File: config.mk
export PLATFORM = sky130hd
export DESIGN_NAME = periodic_tick_timer
export DESIGN_NICKNAME = d
export VERILOG_FILES = /design/src/rtl/tick_pkg.sv /design/src/rtl/periodic_tick_timer.sv /design/src/rtl/tick_ref_divider.sv
export SDC_FILE = /design/constraint.sdc
export NUM_CORES = 1
export LEC_CHECK = 0
export BUFFER_PORTS_ARGS = -buffer_cell sky130_fd_sc_hd__buf_2
export CAP_MARGIN = 0
export CORE_MARGIN = 2
export CORE_UTILIZATION = 44
export DETAILED_ROUTE_END_ITERATION = 7
export PLACE_DENSITY = 0.75
export SKIP_LAST_GASP = 1
export SYNTH_ARGS = -nofsm -noshare
export SYNTH_HDL_FRONTEND = slang
export SYNTH_SLANG_ARGS = --single-unit
File: constraint.sdc
create_clock -name clock -period 2.15 [get_ports clock]
set_input_delay 0.3225 -clock clock [delete_from_list [all_inputs] [get_ports clock]]
set_output_delay 0.3225 -clock clock [all_outputs]
set_load 0.1 [all_outputs]
File: src/rtl/tick_pkg.sv
// constants for the periodic tick timer and its bus slave
package tick_pkg;
  localparam logic [3:0] STATUS_CONTROL_ADDR = 4'h0;
  localparam int FLAG_BIT = 7;
  localparam int ACK_BIT = 6;
  localparam int CLKSEL_BIT = 5;
  localparam int IRQEN_BIT = 4;
  localparam int PSEL_LSB = 0;
  localparam logic [7:0] CTRL_RESET = 8'h00;
  localparam logic [7:0] CTRL_WMASK = 8'h37;
  localparam logic [1:0] RESP_OKAY = 2'h0;
  localparam logic [1:0] RESP_SLVERR = 2'h2;
  // internal reference rate and system clock rate, in Hz
  localparam int REF_HZ = 1000;
  localparam int CLOCK_HZ = 10000000;
  localparam int REF_DIV = CLOCK_HZ / REF_HZ;
  localparam int DIV_W = 14;
  localparam int TICK_W = 10;
  localparam int PERIOD_COUNT = 7;
  // periods in reference ticks, index 1..7: 8,32,64,128,256,512,1024 ms
  function automatic logic [TICK_W-1:0] period_limit(input logic [2:0] sel);
    logic [TICK_W-1:0] lim;
    lim = 10'h000;
    unique case (sel)
      3'h1: lim = 10'h007;
      3'h2: lim = 10'h01f;
      3'h3: lim = 10'h03f;
      3'h4: lim = 10'h07f;
      3'h5: lim = 10'h0ff;
      3'h6: lim = 10'h1ff;
      3'h7: lim = 10'h3ff;
      default: lim = 10'h000;
    endcase
    return lim;
  endfunction : period_limit
endpackage : tick_pkg

File: src/rtl/periodic_tick_timer.sv
// periodic tick timer with its status/control register on an AXI4-Lite slave
// Notes on behaviour
// - count clock is an internal 1 kHz reference or an external clock
// - one clock-select bit picks the count clock source
// - both sources keep counting in every power mode
// - with irq enable set, interrupts come at the selected period
// - at period end the flag sets and the next period starts at once
// - writing one to acknowledge clears the flag and drops the request
// - period select offers exactly seven periods from the chosen clock
// - writing 0x57 gives internal clock, irq on, ack, longest period
//
// Added by the designer: the AXI4-Lite interface to the registers and the placing of the registers.
`timescale 1ns/1ps
module periodic_tick_timer (
  input wire logic clock,
  input wire logic sys_rst,
  input wire logic ext_tick_clock,
  input wire logic [31:0] s_axi_awaddr,
  input wire logic s_axi_awvalid,
  output logic s_axi_awready,
  input wire logic [31:0] s_axi_wdata,
  input wire logic [3:0] s_axi_wstrb,
  input wire logic s_axi_wvalid,
  output logic s_axi_wready,
  output logic [1:0] s_axi_bresp,
  output logic s_axi_bvalid,
  input wire logic s_axi_bready,
  input wire logic [31:0] s_axi_araddr,
  input wire logic s_axi_arvalid,
  output logic s_axi_arready,
  output logic [31:0] s_axi_rdata,
  output logic [1:0] s_axi_rresp,
  output logic s_axi_rvalid,
  input wire logic s_axi_rready,
  output logic tick_irq
);
  logic ref_pulse;
  logic ext_prev;
  logic ext_rise;
  logic tick_en;
  logic [tick_pkg::TICK_W-1:0] tick_count;
  logic [tick_pkg::TICK_W-1:0] next_tick_count;
  logic tick_timeout_flag;
  logic next_tick_timeout_flag;
  logic tick_clock_select;
  logic next_tick_clock_select;
  logic tick_irq_enable;
  logic next_tick_irq_enable;
  logic [2:0] tick_period_select;
  logic [2:0] next_tick_period_select;
  logic next_tick_irq;
  logic period_end;
  // bus state
  logic aw_held;
  logic next_aw_held;
  logic [31:0] aw_addr;
  logic [31:0] next_aw_addr;
  logic w_held;
  logic next_w_held;
  logic [7:0] w_data;
  logic [7:0] next_w_data;
  logic w_lane0;
  logic next_w_lane0;
  logic next_awready;
  logic next_wready;
  logic next_bvalid;
  logic [1:0] next_bresp;
  logic next_arready;
  logic next_rvalid;
  logic [31:0] next_rdata;
  logic [1:0] next_rresp;
  logic do_write;
  logic write_hit;
  logic [7:0] tick_status_control;

  function automatic logic addr_hit(input logic [31:0] a);
    return a[31:2] == 30'(tick_pkg::STATUS_CONTROL_ADDR >> 2);
  endfunction : addr_hit

  tick_ref_divider tick_ref_divider_i (
    .clock(clock),
    .sys_rst(sys_rst),
    .ref_pulse(ref_pulse)
  );

  assign ext_rise = ext_tick_clock & ~ext_prev;
  // no power-mode input gates either source
  assign tick_en = tick_clock_select ? ext_rise : ref_pulse;
  assign period_end = tick_en && (tick_period_select != 3'h0) &&
    (tick_count >= tick_pkg::period_limit(tick_period_select));

  assign tick_status_control = {tick_timeout_flag, 1'b0, tick_clock_select,
    tick_irq_enable, 1'b0, tick_period_select};

  assign do_write = aw_held && w_held && !s_axi_bvalid;
  assign write_hit = do_write && addr_hit(aw_addr) && w_lane0;

  // timer and register state
  always_comb begin
    next_tick_count = tick_count;
    next_tick_timeout_flag = tick_timeout_flag;
    next_tick_clock_select = tick_clock_select;
    next_tick_irq_enable = tick_irq_enable;
    next_tick_period_select = tick_period_select;
    if (write_hit) begin
      next_tick_clock_select = w_data[tick_pkg::CLKSEL_BIT];
      next_tick_irq_enable = w_data[tick_pkg::IRQEN_BIT];
      next_tick_period_select = w_data[tick_pkg::PSEL_LSB +: 3];
      if (w_data[tick_pkg::ACK_BIT]) begin
        next_tick_timeout_flag = 1'b0;
      end
    end
    if (tick_period_select == 3'h0) begin
      next_tick_count = '0;
    end else if (period_end) begin
      next_tick_count = '0;
      next_tick_timeout_flag = 1'b1; // set beats a same-cycle ack
    end else if (tick_en) begin
      next_tick_count = tick_count + 1'b1;
    end
    if (next_tick_period_select == 3'h0) begin
      next_tick_timeout_flag = 1'b0;
    end
    next_tick_irq = next_tick_timeout_flag & next_tick_irq_enable;
  end

  always_ff @(posedge clock) begin
    if (sys_rst) begin
      ext_prev <= 1'b0;
      tick_count <= '0;
      tick_timeout_flag <= tick_pkg::CTRL_RESET[tick_pkg::FLAG_BIT];
      tick_clock_select <= tick_pkg::CTRL_RESET[tick_pkg::CLKSEL_BIT];
      tick_irq_enable <= tick_pkg::CTRL_RESET[tick_pkg::IRQEN_BIT];
      tick_period_select <= tick_pkg::CTRL_RESET[tick_pkg::PSEL_LSB +: 3];
      tick_irq <= 1'b0;
    end else begin
      ext_prev <= ext_tick_clock;
      tick_count <= next_tick_count;
      tick_timeout_flag <= next_tick_timeout_flag;
      tick_clock_select <= next_tick_clock_select;
      tick_irq_enable <= next_tick_irq_enable;
      tick_period_select <= next_tick_period_select;
      tick_irq <= next_tick_irq;
    end
  end

  // axi4-lite slave: address and data latched independently, then one response
  always_comb begin
    next_aw_held = aw_held;
    next_aw_addr = aw_addr;
    next_w_held = w_held;
    next_w_data = w_data;
    next_w_lane0 = w_lane0;
    next_bvalid = s_axi_bvalid;
    next_bresp = s_axi_bresp;
    next_arready = 1'b0;
    next_rvalid = s_axi_rvalid;
    next_rdata = s_axi_rdata;
    next_rresp = s_axi_rresp;
    if (s_axi_awvalid && s_axi_awready) begin
      next_aw_held = 1'b1;
      next_aw_addr = s_axi_awaddr;
    end
    if (s_axi_wvalid && s_axi_wready) begin
      next_w_held = 1'b1;
      next_w_data = s_axi_wdata[7:0];
      next_w_lane0 = s_axi_wstrb[0];
    end
    if (do_write) begin
      next_aw_held = 1'b0;
      next_w_held = 1'b0;
      next_bvalid = 1'b1;
      next_bresp = addr_hit(aw_addr) ? tick_pkg::RESP_OKAY : tick_pkg::RESP_SLVERR;
    end else if (s_axi_bvalid && s_axi_bready) begin
      next_bvalid = 1'b0;
    end
    // each ready only while its own channel holds nothing and no response waits; keeps one write in flight
    next_awready = !next_aw_held && !next_bvalid && !(s_axi_awvalid && s_axi_awready);
    next_wready = !next_w_held && !next_bvalid && !(s_axi_wvalid && s_axi_wready);
    if (s_axi_arvalid && s_axi_arready) begin
      next_rvalid = 1'b1;
      next_rdata = addr_hit(s_axi_araddr) ? {24'h000000, tick_status_control} : 32'h00000000;
      next_rresp = addr_hit(s_axi_araddr) ? tick_pkg::RESP_OKAY : tick_pkg::RESP_SLVERR;
    end else if (s_axi_rvalid && s_axi_rready) begin
      next_rvalid = 1'b0;
    end else if (!s_axi_rvalid && !s_axi_arready) begin
      next_arready = 1'b1;
    end
  end

  always_ff @(posedge clock) begin
    if (sys_rst) begin
      aw_held <= 1'b0;
      aw_addr <= 32'h00000000;
      w_held <= 1'b0;
      w_data <= 8'h00;
      w_lane0 <= 1'b0;
      s_axi_awready <= 1'b0;
      s_axi_wready <= 1'b0;
      s_axi_bvalid <= 1'b0;
      s_axi_bresp <= tick_pkg::RESP_OKAY;
      s_axi_arready <= 1'b0;
      s_axi_rvalid <= 1'b0;
      s_axi_rdata <= 32'h00000000;
      s_axi_rresp <= tick_pkg::RESP_OKAY;
    end else begin
      aw_held <= next_aw_held;
      aw_addr <= next_aw_addr;
      w_held <= next_w_held;
      w_data <= next_w_data;
      w_lane0 <= next_w_lane0;
      s_axi_awready <= next_awready;
      s_axi_wready <= next_wready;
      s_axi_bvalid <= next_bvalid;
      s_axi_bresp <= next_bresp;
      s_axi_arready <= next_arready;
      s_axi_rvalid <= next_rvalid;
      s_axi_rdata <= next_rdata;
      s_axi_rresp <= next_rresp;
    end
  end

  // checks
  property p_irq_follows;
    @(posedge clock) disable iff (sys_rst)
      1'b1 |-> tick_irq == (tick_timeout_flag && tick_irq_enable);
  endproperty
  a_irq_follows: assert property (p_irq_follows) else $error("irq mismatch");

  property p_period_sets_flag;
    @(posedge clock) disable iff (sys_rst)
      // a same-cycle write of select zero legally keeps the flag clear
      period_end && next_tick_period_select != 3'h0 |=>
        tick_timeout_flag && tick_count == '0;
  endproperty
  a_period_sets_flag: assert property (p_period_sets_flag) else $error("no flag at end");

  property p_ack_clears;
    @(posedge clock) disable iff (sys_rst)
      write_hit && w_data[tick_pkg::ACK_BIT] && !period_end |=> !tick_timeout_flag;
  endproperty
  a_ack_clears: assert property (p_ack_clears) else $error("ack did not clear");

  property p_zero_stops;
    @(posedge clock) disable iff (sys_rst)
      tick_period_select == 3'h0 |=> tick_count == '0 && !tick_timeout_flag;
  endproperty
  a_zero_stops: assert property (p_zero_stops) else $error("select zero runs");

  property p_write_57;
    @(posedge clock) disable iff (sys_rst)
      write_hit && w_data == 8'h57 && !period_end |=> tick_status_control == 8'h17;
  endproperty
  a_write_57: assert property (p_write_57) else $error("0x57 setup wrong");

  property p_ack_reads_zero;
    @(posedge clock) disable iff (sys_rst)
      s_axi_rvalid |-> s_axi_rdata[tick_pkg::ACK_BIT] == 1'b0;
  endproperty
  a_ack_reads_zero: assert property (p_ack_reads_zero) else $error("ack reads one");

  property p_count_source;
    @(posedge clock) disable iff (sys_rst)
      tick_period_select != 3'h0 && !tick_en && !write_hit |=> $stable(tick_count);
  endproperty
  a_count_source: assert property (p_count_source) else $error("count moved");

  property p_ref_rate;
    @(posedge clock) disable iff (sys_rst)
      ref_pulse |=> !ref_pulse [*8];
  endproperty
  a_ref_rate: assert property (p_ref_rate) else $error("ref pulse too fast");

  c_irq: cover property (@(posedge clock) disable iff (sys_rst) $rose(tick_irq));
  c_ack: cover property (@(posedge clock) disable iff (sys_rst) $fell(tick_irq));
  c_ext: cover property (@(posedge clock) disable iff (sys_rst) period_end && tick_clock_select);
endmodule : periodic_tick_timer

File: src/rtl/tick_ref_divider.sv
// divides the system clock down to a one-cycle 1 kHz reference pulse
`timescale 1ns/1ps
module tick_ref_divider (
  input wire logic clock,
  input wire logic sys_rst,
  output logic ref_pulse
);
  logic [tick_pkg::DIV_W-1:0] count;
  logic [tick_pkg::DIV_W-1:0] next_count;
  logic next_ref_pulse;

  // runs in every power mode; nothing here gates it
  always_comb begin
    next_ref_pulse = 1'b0;
    next_count = count + 1'b1;
    if (count == tick_pkg::DIV_W'(tick_pkg::REF_DIV - 1)) begin
      next_count = '0;
      next_ref_pulse = 1'b1;
    end
  end

  always_ff @(posedge clock) begin
    if (sys_rst) begin
      count <= '0;
      ref_pulse <= 1'b0;
    end else begin
      count <= next_count;
      ref_pulse <= next_ref_pulse;
    end
  end
endmodule : tick_ref_divider

* Word-level counts from Yosys, hierarchy flattened
Index checks and enable logic that the tools add are counted.
** Storage, ports and cells
- Register bits after elaboration :: 116
- Word-level logic and storage cells :: 91
- Input bits :: 108
- Output and inout bits :: 42
** Operators by class
- Muxes and demuxes :: 22
- Reduce and logical (&&, ||, !) cells :: 33
- Magnitude comparators :: 1
- Bitwise operators :: 3
- Equal/unequal tests :: 8
- $add $sub $neg :: 2
** Operators with widths (number)
- $pmux W10 S7 :: 1
- $logic_not A30 Y1 :: 2
- $mux W1 :: 17
- $logic_and A1 B1 Y1 :: 16
- $add A14 B1 Y14 const B :: 1
- $eq A14 B14 Y1 const B :: 1
- $eq A3 B3 Y1 const B :: 4
- $add A10 B1 Y10 const B :: 1
- $ge A10 B10 Y1 :: 1
- $logic_not A1 Y1 :: 8
- $mux W8 :: 1
- $eq A3 B2 Y1 const B :: 2
- $logic_not A3 Y1 :: 2
- $reduce_or A3 Y1 :: 2
- $mux W2 :: 2
- $eq A3 B1 Y1 const B :: 1
- $mux W3 :: 1
- $reduce_bool A3 Y1 :: 1
- $and A1 B1 Y1 :: 2
- $reduce_bool A2 Y1 :: 1
- $reduce_or A2 Y1 :: 1
- $not A1 Y1 :: 1

* Longest topological paths before layout
- Word-level depth :: 9
- Depth in mapped cells :: 11
- Mapped depth without buffers :: 8

* By module
Synthesis repeated with hierarchy kept, for this count alone.
** Second synthesis, totals
- Cells, all modules :: 446
- Area, all modules :: 3802.4 µm²
** Modules (own cells, without submodules)
- periodic_tick_timer :: seq. area each 1401.3 µm², area each 3173.0 µm², instances 1, cells each 376
- tick_ref_divider :: seq. area each 300.3 µm², area each 629.4 µm², instances 1, cells each 70

* Least setup slack after synthesis
No wires, ideal clock.
- Path type :: register to register
- Start point :: register s_axi_arready
- End point :: register s_axi_rdata[0]
- Slack :: -0.179 ns
- Clock period less this slack :: 2.329 ns
- Stages on the path, launching flop included :: 6
- Path buffers :: 0
- Setup time :: 0.068 ns
- Arrival time :: 2.261 ns
- Required time :: 2.082 ns
- Cell sequence :: dfxtp_1 -> nand2_1 -> or4_4 -> nor3_4 -> a22oi_1 -> nor2_1
** Between the ends
- Cells in the longest elaborated chain, start to end :: 1
** RTL lines
- start: declaration :: line periodic_tick_timer.sv:30 : output logic s_axi_arready,
- start signal: assignment :: line periodic_tick_timer.sv:216 : s_axi_arready <= next_arready;
- $logic_and A1 B1 Y1 :: line periodic_tick_timer.sv:180 : if (s_axi_arvalid && s_axi_arready) begin
- end signal: assignment :: line periodic_tick_timer.sv:218 : s_axi_rdata <= next_rdata;
- end: declaration :: line periodic_tick_timer.sv:31 : output logic [31:0] s_axi_rdata,
No other way between the ends.
A chain may end at the register's enable or synchronous reset.

* Worst setup path in the final report
- Start point :: register tick_period_select[1]
- End point :: register tick_count[0] (netlist name)
** Between the ends
- Cells in the longest elaborated chain, start to end :: 5
- Elaborated cells between the ends (all ways) :: 14
- Those cells by class :: order compare (1); eq/ne (7); mux (1); reduce/logical (5)
** RTL lines
- start: declaration :: line periodic_tick_timer.sv:49 : logic [2:0] tick_period_select;
- start signal: assignment :: line periodic_tick_timer.sv:134 : tick_period_select <= tick_pkg::CTRL_RESET[tick_pkg::PSEL_LSB +: 3];
- start signal: assignment :: line periodic_tick_timer.sv:142 : tick_period_select <= next_tick_period_select;
- $eq A3 B3 Y1, or another cell as far along :: line tick_pkg.sv:24 : unique case (sel)
- $pmux W10 S7 :: line tick_pkg.sv:24
- $ge A10 B10 Y1 :: line periodic_tick_timer.sv:90 : (tick_count >= tick_pkg::period_limit(tick_period_select));
- $logic_and A1 B1 Y1 :: line periodic_tick_timer.sv:89 : assign period_end = tick_en && (tick_period_select != 3'h0) &&
- $reduce_or A3 Y1 (no line) (*)
- end signal: assignment :: line periodic_tick_timer.sv:138 : tick_count <= next_tick_count;
- end: declaration :: line periodic_tick_timer.sv:41 : logic [tick_pkg::TICK_W-1:0] tick_count;
Every way passes the cells marked *; elsewhere a longest branch is shown, timed or not.

==> results.txt <==
status -> completed
post-route antenna net violation count -> 0
post-route insts no fill -> 645
# Post-CTS Setup Buffers -> 0
Synth Instances -> 447
Yosys reg bits -> 85
Nets -> 655
ANT cells -> 0
startpoint types -> register
Yosys top cell area share -> 0.457
maximum VDD drop -> 0.000408 V
Synth area leaders -> dfxtp_1, nand2_1, a21oi_1, buf_4, ha_1
Fin. Hold Viols -> 0
DP Wirelength -> 6060 um
I/O pin total -> 150
post-layout power -> 3.33 mW
Worst EP arrival -> 2320 ps
compound-gate portion of the synthesized area -> 0.0970
Die Ht -> 96.0 um
initial antenna violation count -> 0
multiplexer area fraction after synthesis -> 0.0188
Initial Utilization -> 0.454
cell breakdown of the critical path -> o21ai_1 > ha_1 > a211oi_1 > nor2_1 > or3_1 > o21a_1 > nor3_1
Routed Wire Length -> 8040 um
FP Rows -> 33
Post-Synth XOR/XNOR Area -> 0.0446
Rel. slew slack -> 0.664
Setup-failing EPs final -> 0
CTS root buffer -> clkbuf_8
clk buf depth -> 2
largest family of logic cells by synthesized area -> simple AND/OR/NAND/NOR gates
crit path kind -> register to register
first-pass GRT wire length -> 13200 um
Routed WL per cell -> 12.5 um
grt total ovfl -> 0
htree depth -> 3
largest net degree at the start of global routing -> 43
total track usage -> 0.181
minimum period implied by the final worst setup slack -> 2050 ps
core area -> 8220 um^2
met1 WL -> 3500 um
setup TNS -> 0 ps
DR WL met3 -> 308 um
Post-Syn Area -> 3730 um^2
Syn Area/Cell -> 8.34 um^2
Post-synth top flop -> dfxtp_1
Worst Skew -> 12.2 ps
gpl congestion -> 0.868
YS warnings -> 0
die span in x -> 96.0 um
max cap viols -> 0
Cells after DPL -> 628
CTS sink cnt -> 85
drt drc -> 0
top routing layer used -> met4
P per Cell Area -> 753 nW/um^2
Post-synth top cells -> dfxtp_1, nand2_1, a21oi_1
Synth Area in Adders -> 0.0403
I/O Buffers -> 88
total vias in the final route -> 3210
Area Growth Syn to Fin -> 18.5%
Hold/Removal Path Class -> primary input to register
share of post-route cells with drive strength above 1 -> 0.231
CTS Hold Bufs -> 0
achievable frequency -> 488 MHz
Netlist cell types -> 36
Period Utilization, post-route -> 0.952
TritonCTS Buffers -> 9
CTS tree -> done
Setup crit end kind -> register
Post-synth EDFFs -> 0
die area -> 9220 um^2
most frequent cell after synthesis -> dfxtp_1
vias in the first global route -> 3002
met2 wire length -> 4080 um
CP Max Fanout -> 6
initial drt markers -> 86
asr flop ratio synth -> 0
clk_lat worst skew -> 360 ps
drt pass-1 iters -> 4
Slew Limit Fails -> 0
Post-Synth Simple-Gate Area -> 0.257
area leader, netlist -> dfxtp_1
Worst path max stage delay -> 410 ps
Worst Tran Pin Value -> 505 ps
register area share after synthesis -> 0.457
critical path's slowest cell -> or3_1
Via density -> 4.98
Lkg Pwr -> 1.81 nW
clock-pin slew of the registers on the worst-case setup and hold paths -> 90 ps
CP required -> 2430 ps
R2R Setup Slk -> 100 ps
Fin Hold WS -> 187 ps
where the power goes:
group          switching, mW  internal, mW
clock network          0.605         0.555
logic                  0.400         0.108
registers             0.0337          1.62
total                   1.04          2.29
worst max-delay path: cells and delay by family, from the launching register on:
family / cells / cell delay [ps]
flip-flops: 1 / 390
adder cells (fa/ha/maj): 1 / 300
AND/OR/NAND/NOR: 3 / 660
AO/OA/AOI/OAI: 3 / 620
what timing repair did:
| item | 4_1_cts | 5_1_grt |
|---|---|---|
| gates resized for setup | 1 | 8 |
| endpoints found under the setup margin | 1 | 12 |
| gates cloned | 0 | 1 |
| pin swaps | 0 | 1 |
metal layers:
layer,track usage,vias up
li1,-,1648
met1,0.219,1493
met2,0.302,57
met3,0.0501,12
met4,0.0762,0
met5,0,-
final timing paths:
kind,cells after the start,endpoint,from
hold / removal,3,aw_addr[26],s_axi_awaddr[26]
hold reg to reg,1,s_axi_arready,s_axi_arready
setup / recovery,7,tick_count[0],tick_period_select[1]
setup reg to reg,7,tick_count[0],tick_period_select[1]
state kept, by name, summed over array words and instances (netlist names):
signal                        flops
aw_held                           1
s_axi_arready                     1
aw_addr                          30
w_data                            6
s_axi_rresp                       1
w_held                            1
s_axi_awready                     1
s_axi_bvalid                      1
ext_prev                          1
s_axi_wready                      1
tick_ref_divider_i.ref_pulse      1
tick_count                       10
tick_period_select                3
tick_timeout_flag                 1
tick_irq_enable                   1
tick_clock_select                 1
w_lane0                           1
s_axi_rdata                       6
tick_irq                          1
tick_ref_divider_i.count         14
s_axi_bresp                       1
s_axi_rvalid                      1
cell type report:
type | instances | area (um^2)
Clock inverter | 7 | 81.3
Fill cell | 785 | 3800
Timing Repair Buffer | 98 | 515
Inverter | 7 | 26.3
Sequential cell | 85 | 1710
Clock buffer | 9 | 124
Multi-Input combinational cell | 334 | 1830
Tap cell | 105 | 131
layout by cell type, fill, tap and decap left out, types with 5 or more instances in the layout:
master / n
conb_1: 28
buf_4: 10
nor2_1: 33
nand2b_1: 5
ha_1: 12
nand3_1: 18
nand2_1: 82
nand4_1: 8
xnor2_1: 6
inv_1: 7
nor4_1: 15
xor2_1: 13
clkbuf_8: 9
dfxtp_1: 81
a22oi_1: 7
mux2i_1: 7
a21oi_1: 47
buf_2: 88
nor3_1: 18
metrics by stage:
| stage | instance area [um^2] | utilization | setup WS, ps |
|---|---|---|---|
| finish | 4420 | 0.538 | 103 |
| global route | 4420 | 0.538 | -32.1 |
| CTS | 4390 | 0.535 | 40.7 |
| detailed placement | 4190 | 0.510 | 12.9 |
| global placement | 4190 | 0.510 | 102 |
| floorplan | 3830 | - | 13.0 |
cells by family after synthesis:
kind of cell             count (synthesis)
adder cells (fa/ha/maj)                 12
AO/OA/AOI/OAI                           65
AND/OR/NAND/NOR                        202
buffers and inverters                   56
XOR/XNOR                                19
flip-flops                              85
multiplexers                             7
other                                    1
Note: power is estimated with default switching activity, not from simulation.
